--- src/fls_pkg.sv ---
// Contract
// - Query request carries command type 0x38.
// - Reply is marked with response type 0xB8.
// - Query answered only when fabric type supported.
// - Always answer unless checksum or identifier fault; the code also stays silent while control bit CTRL_CAP_BIT is clear.
// - Response fields sit in bytes 16 to 35.
// - Active width one-hot only when fabric and up.
// - Supported widths mask when fabric, else zero.
// - Link type bit 0: Ethernet zero, fabric one.
// - Physical state codes 0x0 to 0x7.
// - Logical state codes 0x0 to 0x4.
// - Active speed only when fabric and up.
// - Supported speeds mask when fabric, else zero.
package fls_pkg;

  localparam logic [7:0] CMD_LINK_QUERY  = 8'h38;
  localparam logic [7:0] RSP_LINK_QUERY  = 8'hB8;
  localparam logic [15:0] RSP_CODE_OK    = 16'h0000;
  localparam logic [15:0] RSN_CODE_NONE  = 16'h0000;

  localparam int          REQ_TYPE_POS   = 4;
  localparam int          REQ_LEN        = 46;
  localparam logic [5:0]  RSP_FIRST_IDX  = 6'h10;
  localparam logic [5:0]  RSP_LAST_IDX   = 6'h23;
  localparam logic [5:0]  RSP_WIDTH_IDX  = 6'h1C;
  localparam logic [5:0]  RSP_SPEED_IDX  = 6'h20;

  localparam logic [3:0]  PHYS_ETHERNET  = 4'h0;
  localparam logic [3:0]  PHYS_LINK_UP   = 4'h5;
  localparam logic [3:0]  PHYS_MAX       = 4'h7;
  localparam logic [3:0]  LOG_ETHERNET   = 4'h0;
  localparam logic [3:0]  LOG_MAX        = 4'h4;

  localparam logic [7:0]  ADDR_CTRL      = 8'h00;
  localparam logic [7:0]  ADDR_SUP_WIDTH = 8'h04;
  localparam logic [7:0]  ADDR_SUP_SPEED = 8'h08;
  localparam logic [7:0]  ADDR_COUNTS    = 8'h0C;
  localparam logic [7:0]  ADDR_STATUS    = 8'h10;

  localparam int          CTRL_LTYPE_BIT = 0;
  localparam int          CTRL_CAP_BIT   = 1;
  localparam logic [1:0]  CTRL_RESET     = 2'h2;
  localparam logic [3:0]  SUP_WIDTH_RST  = 4'hF;
  localparam logic [7:0]  SUP_SPEED_RST  = 8'hFF;

  typedef enum logic [0:0] {
    ST_RECV,
    ST_SEND
  } fls_state_e;

endpackage : fls_pkg

--- src/fls_fields_if.sv ---
`timescale 1ns/100ps
interface fls_fields_if;
  logic       link_type;
  logic [3:0] phys_raw;
  logic [3:0] log_raw;
  logic [3:0] act_w_raw;
  logic [3:0] sup_w_raw;
  logic [7:0] act_s_raw;
  logic [7:0] sup_s_raw;
  logic [7:0] act_w;
  logic [7:0] sup_w;
  logic [7:0] ltype;
  logic [7:0] phys_log;
  logic [7:0] act_s;
  logic [7:0] sup_s;

  modport fmt (
    input  link_type, phys_raw, log_raw, act_w_raw, sup_w_raw, act_s_raw, sup_s_raw,
    output act_w, sup_w, ltype, phys_log, act_s, sup_s
  );
  modport user (
    output link_type, phys_raw, log_raw, act_w_raw, sup_w_raw, act_s_raw, sup_s_raw,
    input  act_w, sup_w, ltype, phys_log, act_s, sup_s
  );
endinterface : fls_fields_if

--- src/fls_field_fmt.sv ---
`timescale 1ns/100ps
module fls_field_fmt (
  fls_fields_if.fmt f
);

  logic       link_up;
  logic [3:0] phys_code;
  logic [3:0] log_code;

  // Out-of-range state codes are reported as Ethernet zero rather than leak.
  assign link_up   = f.link_type && (f.phys_raw == fls_pkg::PHYS_LINK_UP);
  assign phys_code = (f.link_type && f.phys_raw <= fls_pkg::PHYS_MAX) ?
                     f.phys_raw : fls_pkg::PHYS_ETHERNET;
  assign log_code  = (f.link_type && f.log_raw <= fls_pkg::LOG_MAX) ?
                     f.log_raw : fls_pkg::LOG_ETHERNET;

  assign f.act_w    = link_up ? {4'h0, f.act_w_raw} : 8'h00;
  assign f.sup_w    = f.link_type ? {4'h0, f.sup_w_raw} : 8'h00;
  assign f.ltype    = {7'h00, f.link_type};
  assign f.phys_log = {phys_code, log_code};
  assign f.act_s    = link_up ? f.act_s_raw : 8'h00;
  assign f.sup_s    = f.link_type ? f.sup_s_raw : 8'h00;

endmodule : fls_field_fmt

--- src/fls_query.sv ---
`timescale 1ns/100ps
module fls_query #(
  parameter int REQ_LEN = fls_pkg::REQ_LEN
) (
  input  wire logic       CLK_SYS,
  input  wire logic       RST_N,
  input  wire logic       RQ_VALID,
  input  wire logic [7:0] RQ_DATA,
  input  wire logic       RQ_LAST,
  input  wire logic       RQ_CSUM_ERR,
  input  wire logic       RQ_ID_ERR,
  output logic            RQ_READY,
  output logic            RS_VALID,
  output logic [7:0]      RS_DATA,
  output logic [5:0]      RS_INDEX,
  output logic            RS_LAST,
  output logic [7:0]      RS_TYPE,
  input  wire logic       RS_READY,
  input  wire logic [3:0] PHYS_STATE,
  input  wire logic [3:0] LOG_STATE,
  input  wire logic [3:0] ACT_LANE_WIDTH,
  input  wire logic [7:0] ACT_SPEED_GRADE,
  input  wire logic [7:0] ADDR,
  input  wire logic [31:0] WR_DATA,
  input  wire logic       WR_STB,
  input  wire logic       RD_STB,
  output logic [31:0]     RD_DATA
);

  ////////////////////////////////////////////////////////////////////////////

  if (REQ_LEN < fls_pkg::REQ_TYPE_POS + 1 || REQ_LEN > 63) begin : g_len_check
    $error("REQ_LEN out of range.");
  end

  localparam logic [5:0] TYPE_POS = 6'(fls_pkg::REQ_TYPE_POS);
  localparam logic [5:0] LEN_MAX  = 6'(REQ_LEN - 1);

  fls_pkg::fls_state_e state_reg;

  logic [1:0]  ctrl_reg;
  logic [3:0]  sup_width_reg;
  logic [7:0]  sup_speed_reg;
  logic [31:0] rd_data_reg;

  logic [5:0]  rx_idx_reg;
  logic [7:0]  rx_type_reg;
  logic        type_seen_reg;
  logic [7:0]  last_type_reg;

  logic [5:0]  tx_idx_reg;
  logic [5:0]  tx_idx_next;
  logic [7:0]  tx_data_reg;
  logic [7:0]  rs_type_reg;

  logic [7:0]  snap_act_w_reg;
  logic [7:0]  snap_sup_w_reg;
  logic [7:0]  snap_ltype_reg;
  logic [7:0]  snap_phys_log_reg;
  logic [7:0]  snap_act_s_reg;
  logic [7:0]  snap_sup_s_reg;

  logic [7:0]  cnt_answer_reg;
  logic [7:0]  cnt_csum_reg;
  logic [7:0]  cnt_id_reg;
  logic [7:0]  cnt_skip_reg;

  logic        rx_take;
  logic        rx_end;
  logic        is_query;
  logic        fault_csum;
  logic        fault_id;
  logic        accept;
  logic        skip;
  logic        tx_take;
  logic        tx_done;
  logic        cnt_clear;
  logic        type_now;
  logic [7:0]  type_cur;

  fls_fields_if fields ();

  ////////////////////////////////////////////////////////////////////////////
  // Field formatting from live port state and configuration.

  assign fields.link_type = ctrl_reg[fls_pkg::CTRL_LTYPE_BIT];
  assign fields.phys_raw  = PHYS_STATE;
  assign fields.log_raw   = LOG_STATE;
  assign fields.act_w_raw = ACT_LANE_WIDTH;
  assign fields.sup_w_raw = sup_width_reg;
  assign fields.act_s_raw = ACT_SPEED_GRADE;
  assign fields.sup_s_raw = sup_speed_reg;

  fls_field_fmt u_fmt (
    .f (fields.fmt)
  );

  ////////////////////////////////////////////////////////////////////////////
  // Request decode.

  assign RQ_READY   = (state_reg == fls_pkg::ST_RECV);
  assign rx_take    = RQ_VALID && RQ_READY;
  // The byte at the nominal length ends the request as if it were marked last.
  assign rx_end     = rx_take && (RQ_LAST || rx_idx_reg == LEN_MAX);

  // The type byte may be the final byte, so the live byte is decoded as well.
  assign type_now   = rx_take && (rx_idx_reg == TYPE_POS);
  assign type_cur   = type_now ? RQ_DATA : rx_type_reg;
  assign is_query   = (type_seen_reg || type_now)
                   && (type_cur == fls_pkg::CMD_LINK_QUERY);
  assign fault_csum = RQ_CSUM_ERR;
  assign fault_id   = RQ_ID_ERR;

  // A fault on a request of any type is counted; only a clean query answers.
  assign accept = rx_end && is_query && !fault_csum && !fault_id
               && ctrl_reg[fls_pkg::CTRL_CAP_BIT];
  assign skip   = rx_end && !fault_csum && !fault_id && !accept;

  always_ff @(posedge CLK_SYS) begin
    if (!RST_N) begin
      rx_idx_reg <= 6'h00;
    end else if (rx_end) begin
      rx_idx_reg <= 6'h00;
    end else if (rx_take) begin
      rx_idx_reg <= rx_idx_reg + 6'h01;
    end
  end

  always_ff @(posedge CLK_SYS) begin
    if (!RST_N) begin
      rx_type_reg   <= 8'h00;
      type_seen_reg <= 1'b0;
    end else if (rx_end) begin
      type_seen_reg <= 1'b0;
    end else if (rx_take && rx_idx_reg == TYPE_POS) begin
      rx_type_reg   <= RQ_DATA;
      type_seen_reg <= 1'b1;
    end
  end

  always_ff @(posedge CLK_SYS) begin
    if (!RST_N) begin
      last_type_reg <= 8'h00;
    end else if (rx_end && (type_seen_reg || type_now)) begin
      last_type_reg <= type_cur;
    end
  end

  ////////////////////////////////////////////////////////////////////////////
  // Snapshot so the reply stays coherent while the port state moves on.

  always_ff @(posedge CLK_SYS) begin
    if (!RST_N) begin
      snap_act_w_reg    <= 8'h00;
      snap_sup_w_reg    <= 8'h00;
      snap_ltype_reg    <= 8'h00;
      snap_phys_log_reg <= 8'h00;
      snap_act_s_reg    <= 8'h00;
      snap_sup_s_reg    <= 8'h00;
    end else if (accept) begin
      snap_act_w_reg    <= fields.act_w;
      snap_sup_w_reg    <= fields.sup_w;
      snap_ltype_reg    <= fields.ltype;
      snap_phys_log_reg <= fields.phys_log;
      snap_act_s_reg    <= fields.act_s;
      snap_sup_s_reg    <= fields.sup_s;
    end
  end

  ////////////////////////////////////////////////////////////////////////////
  // Response byte map.

  function automatic logic [7:0] rsp_byte(input logic [5:0] idx);
    logic [7:0] b;
    b = 8'h00;
    case (idx)
      6'h10:   b = fls_pkg::RSP_CODE_OK[15:8];
      6'h11:   b = fls_pkg::RSP_CODE_OK[7:0];
      6'h12:   b = fls_pkg::RSN_CODE_NONE[15:8];
      6'h13:   b = fls_pkg::RSN_CODE_NONE[7:0];
      6'h1C:   b = snap_act_w_reg;
      6'h1D:   b = snap_sup_w_reg;
      6'h1E:   b = snap_ltype_reg;
      6'h1F:   b = snap_phys_log_reg;
      6'h21:   b = snap_act_s_reg;
      6'h23:   b = snap_sup_s_reg;
      default: b = 8'h00;
    endcase
    return b;
  endfunction : rsp_byte

  ////////////////////////////////////////////////////////////////////////////
  // Response sequencing.

  assign RS_VALID    = (state_reg == fls_pkg::ST_SEND);
  assign tx_take     = RS_VALID && RS_READY;
  assign tx_done     = tx_take && (tx_idx_reg == fls_pkg::RSP_LAST_IDX);
  assign tx_idx_next = tx_idx_reg + 6'h01;

  // One reply at a time: requests are held off until its last byte is taken.
  always_ff @(posedge CLK_SYS) begin
    if (!RST_N) begin
      state_reg <= fls_pkg::ST_RECV;
    end else begin
      case (state_reg)
        fls_pkg::ST_RECV: begin
          if (accept) begin
            state_reg <= fls_pkg::ST_SEND;
          end
        end
        fls_pkg::ST_SEND: begin
          if (tx_done) begin
            state_reg <= fls_pkg::ST_RECV;
          end
        end
        default: state_reg <= fls_pkg::ST_RECV;
      endcase
    end
  end

  // The next byte is fetched on each take, so RS_DATA is always a flop output.
  always_ff @(posedge CLK_SYS) begin
    if (!RST_N) begin
      tx_idx_reg  <= fls_pkg::RSP_FIRST_IDX;
      tx_data_reg <= 8'h00;
    end else if (accept) begin
      tx_idx_reg  <= fls_pkg::RSP_FIRST_IDX;
      tx_data_reg <= fls_pkg::RSP_CODE_OK[15:8];
    end else if (tx_take && !tx_done) begin
      tx_idx_reg  <= tx_idx_next;
      tx_data_reg <= rsp_byte(tx_idx_next);
    end
  end

  // The reply type stays up after a reply; only reset takes it back to zero.
  always_ff @(posedge CLK_SYS) begin
    if (!RST_N) begin
      rs_type_reg <= 8'h00;
    end else if (accept) begin
      rs_type_reg <= fls_pkg::RSP_LINK_QUERY;
    end
  end

  assign RS_DATA  = tx_data_reg;
  assign RS_INDEX = tx_idx_reg;
  assign RS_LAST  = RS_VALID && (tx_idx_reg == fls_pkg::RSP_LAST_IDX);
  assign RS_TYPE  = rs_type_reg;

  ////////////////////////////////////////////////////////////////////////////
  // Event counters; an event in the clearing cycle still counts as one.

  assign cnt_clear = WR_STB && (ADDR == fls_pkg::ADDR_COUNTS);

  always_ff @(posedge CLK_SYS) begin
    if (!RST_N) begin
      cnt_answer_reg <= 8'h00;
    end else if (cnt_clear) begin
      cnt_answer_reg <= {7'h00, accept};
    end else if (accept && cnt_answer_reg != 8'hFF) begin
      cnt_answer_reg <= cnt_answer_reg + 8'h01;
    end
  end

  always_ff @(posedge CLK_SYS) begin
    if (!RST_N) begin
      cnt_csum_reg <= 8'h00;
    end else if (cnt_clear) begin
      cnt_csum_reg <= {7'h00, rx_end && fault_csum};
    end else if (rx_end && fault_csum && cnt_csum_reg != 8'hFF) begin
      cnt_csum_reg <= cnt_csum_reg + 8'h01;
    end
  end

  always_ff @(posedge CLK_SYS) begin
    if (!RST_N) begin
      cnt_id_reg <= 8'h00;
    end else if (cnt_clear) begin
      cnt_id_reg <= {7'h00, rx_end && fault_id};
    end else if (rx_end && fault_id && cnt_id_reg != 8'hFF) begin
      cnt_id_reg <= cnt_id_reg + 8'h01;
    end
  end

  always_ff @(posedge CLK_SYS) begin
    if (!RST_N) begin
      cnt_skip_reg <= 8'h00;
    end else if (cnt_clear) begin
      cnt_skip_reg <= {7'h00, skip};
    end else if (skip && cnt_skip_reg != 8'hFF) begin
      cnt_skip_reg <= cnt_skip_reg + 8'h01;
    end
  end

  ////////////////////////////////////////////////////////////////////////////
  // Register port.

  // Writes to unmapped offsets are dropped; the port never stalls the master.
  always_ff @(posedge CLK_SYS) begin
    if (!RST_N) begin
      ctrl_reg <= fls_pkg::CTRL_RESET;
    end else if (WR_STB && ADDR == fls_pkg::ADDR_CTRL) begin
      ctrl_reg <= WR_DATA[1:0];
    end
  end

  always_ff @(posedge CLK_SYS) begin
    if (!RST_N) begin
      sup_width_reg <= fls_pkg::SUP_WIDTH_RST;
    end else if (WR_STB && ADDR == fls_pkg::ADDR_SUP_WIDTH) begin
      sup_width_reg <= WR_DATA[3:0];
    end
  end

  always_ff @(posedge CLK_SYS) begin
    if (!RST_N) begin
      sup_speed_reg <= fls_pkg::SUP_SPEED_RST;
    end else if (WR_STB && ADDR == fls_pkg::ADDR_SUP_SPEED) begin
      sup_speed_reg <= WR_DATA[7:0];
    end
  end

  // Read data stand for the cycle after each cycle of read strobe and return to zero otherwise.
  always_ff @(posedge CLK_SYS) begin
    if (!RST_N) begin
      rd_data_reg <= 32'h0000_0000;
    end else if (RD_STB) begin
      case (ADDR)
        fls_pkg::ADDR_CTRL:      rd_data_reg <= {30'h0, ctrl_reg};
        fls_pkg::ADDR_SUP_WIDTH: rd_data_reg <= {28'h0, sup_width_reg};
        fls_pkg::ADDR_SUP_SPEED: rd_data_reg <= {24'h0, sup_speed_reg};
        fls_pkg::ADDR_COUNTS:    rd_data_reg <= {cnt_skip_reg, cnt_id_reg,
                                                 cnt_csum_reg, cnt_answer_reg};
        fls_pkg::ADDR_STATUS:    rd_data_reg <= {16'h0, last_type_reg,
                                                 7'h00, RS_VALID};
        default:                 rd_data_reg <= 32'h0000_0000;
      endcase
    end else begin
      rd_data_reg <= 32'h0000_0000;
    end
  end

  assign RD_DATA = rd_data_reg;

endmodule : fls_query

--- config.mk ---
export PLATFORM = sky130hd
export DESIGN_NAME = fls_query
export DESIGN_NICKNAME = d
export VERILOG_FILES = /design/src/fls_pkg.sv /design/src/fls_fields_if.sv /design/src/fls_field_fmt.sv /design/src/fls_query.sv
export SDC_FILE = /design/constraint.sdc
export NUM_CORES = 1
export LEC_CHECK = 0
export BUFFER_PORTS_ARGS = -buffer_cell sky130_fd_sc_hd__buf_2
export CORE_ASPECT_RATIO = 0.6
export CORE_UTILIZATION = 45
export CTS_CLUSTER_SIZE = 24
export DETAILED_ROUTE_END_ITERATION = 10
export HOLD_SLACK_MARGIN = 0.1
export PLACE_DENSITY = 0.66
export SLEW_MARGIN = 20
export SYNTH_ARGS = -nofsm -noshare
export SYNTH_HDL_FRONTEND = slang
export SYNTH_HIERARCHICAL = 1
export SYNTH_SLANG_ARGS = --single-unit
--- constraint.sdc ---
create_clock -name CLK_SYS -period 2.7 [get_ports CLK_SYS]
set_input_delay 0.27 -clock CLK_SYS [delete_from_list [all_inputs] [get_ports CLK_SYS]]
set_output_delay 0.27 -clock CLK_SYS [all_outputs]
set_load 0.1 [all_outputs]
==> metrics.txt <==
1st-pass router iterations=5; maxcap violations=0; R2R cell count=8; RSZ-0062 raised after global routing=false; Synth async-reset ratio=0%; CP startpoint kind=flop; commonest non-fill, non-tap cell in the layout=dfxtp_1; worst hold stages=3; Layout fillers=1,560; vias in the first global route=6,105; Setup Buffers After CTS=0; later-pin clock latency in the skew report=0.43 ns; Worst slew margin=36.0%; Die Area=0.0178 sq mm; Bufs and invs on worst path=2; total grt overflow=0; Top Family by Delay on Critical Path=simple AND/OR/NAND/NOR gates; clk sink count=165; worst clock skew=0.0117 ns; EDFF count, synth=0; min-delay src=RQ_DATA[1]; reg2reg end=cnt_answer_reg[3]; Mapped Cells=935; Final Hold Viols=0; crit-path max cell delay=0.42 ns; clock share of power=49.1%; PD cells=574 mW/mm^2; max reg flops=32; DR vias/cell=5.53; register share of total power=46.3%; worst path cell trace=inv_1 -> ha_1 -> nor4b_2 -> nand4_1 -> a211o_1 -> buf_12 -> or3_1 -> a21oi_1; internal cell power=4.04 mW; worst reg2reg path startpoint=rx_idx_reg[1]; Worst VDD drop=356 uV; Yosys cell types=61; ys flop type=dfxtp_1; Combinational Power Share=4.6%; CTS tree=done; NumNets Final=1,116; total power=5.28 mW; clk buf depth=2; Die Width=172 um; routed vias=7,016; Global Route Usage Sum=23.9%; Routed WL per cell=16.5 um; # DRC=0; fin crit share=90.4%; setup TNS=0 ns; critical path arrival=2.80 ns; largest net degree at the start of global routing=72; status=completed; Slew Viols, Final=0; Hold Path End=rx_type_reg[1]; post-synthesis register bit count=165; register area share after synthesis=42.5%; # rows=36; initial antenna violation count=0; Worst path slowest cell=nor4b_2; CTS H-Tree Depth=4; CP endpoint kind=flop; P&R area growth vs syn=18.4%; first-pass GRT wire length=33,300 um; Reg clk slew, reported paths=0.07 ns; share of layout cells above drive strength 1=19.2%; Syn. warnings=6; Final setup violation count=0; Port Buffer Count=105; HPWL Detailed=14,400 um; CORE AREA=0.0165 sq mm; worst hold path type=primary input to flop; Final min period=2.44 ns; Slew @ Worst Pin=0.959 ns; IO Pins=134; GPL Wtd Cong=0.885; fmax=0.409 GHz; Antenna Nets Post-Route=0; worst-path maximum fanout=63; Critical Path RT=3.06 ns; switch share=23.6%; Diodes inserted=0; Mapped Avg Cell Area=8.31 sq um; Initial DRC Count=718; commonest cells after routing, fill and taps aside=dfxtp_1 (162), buf_2 (105), a21oi_1 (87); root buffer cell=clkbuf_16; Die Y=104 um; TritonCTS Buffers=17; Leak=3.48 nW; mapped cell area=0.00777 sq mm; r2r setup slk=0.26 ns; total length of routed wires=21,000 um; Starting Density=47.0%; crit path kind=flop to flop; P_sw=1.24 mW
Yosys cell counts, types with 4 or more instances:
master | count | share of area (%)
or3_1 | 9 | 0.72
inv_1 | 28 | 1.4
nor4_1 | 5 | 0.40
o211ai_1 | 4 | 0.39
a22oi_1 | 41 | 4.0
nor3_1 | 25 | 1.6
nand3_1 | 79 | 5.1
o21ai_0 | 66 | 4.3
or2_2 | 6 | 0.48
nor2b_1 | 6 | 0.48
xnor2_1 | 8 | 0.90
and3b_1 | 4 | 0.45
nor2_1 | 65 | 3.1
nand4_1 | 18 | 1.4
a211oi_1 | 4 | 0.39
buf_2 | 8 | 0.52
xor2_1 | 9 | 1.0
and3_1 | 13 | 1.0
a311oi_1 | 8 | 0.90
clkbuf_1 | 48 | 2.3
nand2b_1 | 6 | 0.48
mux2i_1 | 14 | 1.8
nor3_2 | 10 | 1.3
buf_4 | 30 | 2.9
ha_1 | 12 | 1.9
and2_1 | 31 | 2.5
mux2_2 | 4 | 0.58
a221oi_1 | 8 | 0.90
a21oi_1 | 87 | 5.6
nand2_1 | 66 | 3.2
dfxtp_1 | 165 | 43
worst max path at each step:
stage	from	endpoint	slack, ns	cells after the start
2_1_floorplan	RS_INDEX[5]	RS_LAST	0.16	2
3_3_place_gp	rx_idx_reg[0]	cnt_answer_reg[6]	0.36	8
3_5_place_dp	rx_idx_reg[1]	cnt_answer_reg[3]	0.29	8
4_1_cts	rx_idx_reg[1]	cnt_answer_reg[6]	0.27	8
5_1_grt	rx_idx_reg[0]	cnt_answer_reg[6]	0.06	8
6_report	rx_idx_reg[1]	cnt_answer_reg[3]	0.26	8
worst reg2reg max path: cells and delay by family (launching register included):
kind	cells	cell delay (ns)
and+or+nand+nor	3	1.10
DFF	1	0.32
adders and majority gates	1	0.15
AOI/OAI and AO/OA	2	0.50
buffers and inverters	2	0.29
kinds of logic after synthesis:
kind of cell    Yosys count  share of synthesized area (%)
simple gates            363                           24.7
compound gates          239                           18.9
flops                   165                           42.5
buf+inv                 119                           7.52
mux                      18                           2.38
xor+xnor                 17                           1.92
fa+ha+maj                12                           1.93
other cells               2                         0.0967
power by group through the flow:
stage,clock network [mW],registers [mW],logic (mW)
global route,2.74,2.44,0.264
global placement,0,2.50,0.226
detailed placement,0,2.50,0.227
CTS,2.64,2.44,0.241
finish,2.59,2.44,0.244
floorplan,0,2.50,0.155
metal layers:
layer	vias to the layer above	wire length, um	global-route usage, %
met5	-	0	0
met3	15	1530	5.92
met2	218	8270	30.7
met4	0	155	5.93
met1	3305	11000	38.2
li1	3478	-	-
final cells by class:
cell class	count	area [sq um]	area share, %
clock buffers	18	439	4.78
flip-flops and latches	165	3310	36.0
repair buffers	144	898	9.77
clock inverters	14	188	2.04
inverters	29	109	1.18
well taps	228	285	3.10
multi-input cells	670	3970	43.2
timing repair:
action,in CTS,in global routing
endpoints found under the setup margin,0,3
hold endpoints to repair,14,0
hold buffers,12,0
gates resized for setup,0,1
metrics by stage:
step                      hold WS (ns)  setup WS (ns)  std cells  util, %  cell area (sq um)
after floorplan                  0.394          0.164        954        -               7850
after global placement           0.452          0.359       1224     51.1               8450
after detailed placement         0.465          0.295       1224     51.1               8450
after CTS                        0.103          0.271       1268     55.6               9190
after global routing             0.115         0.0608       1268     55.6               9200
final                            0.118          0.258       1268     55.6               9200
No activity file was read; power rests on OpenSTA's default activity.
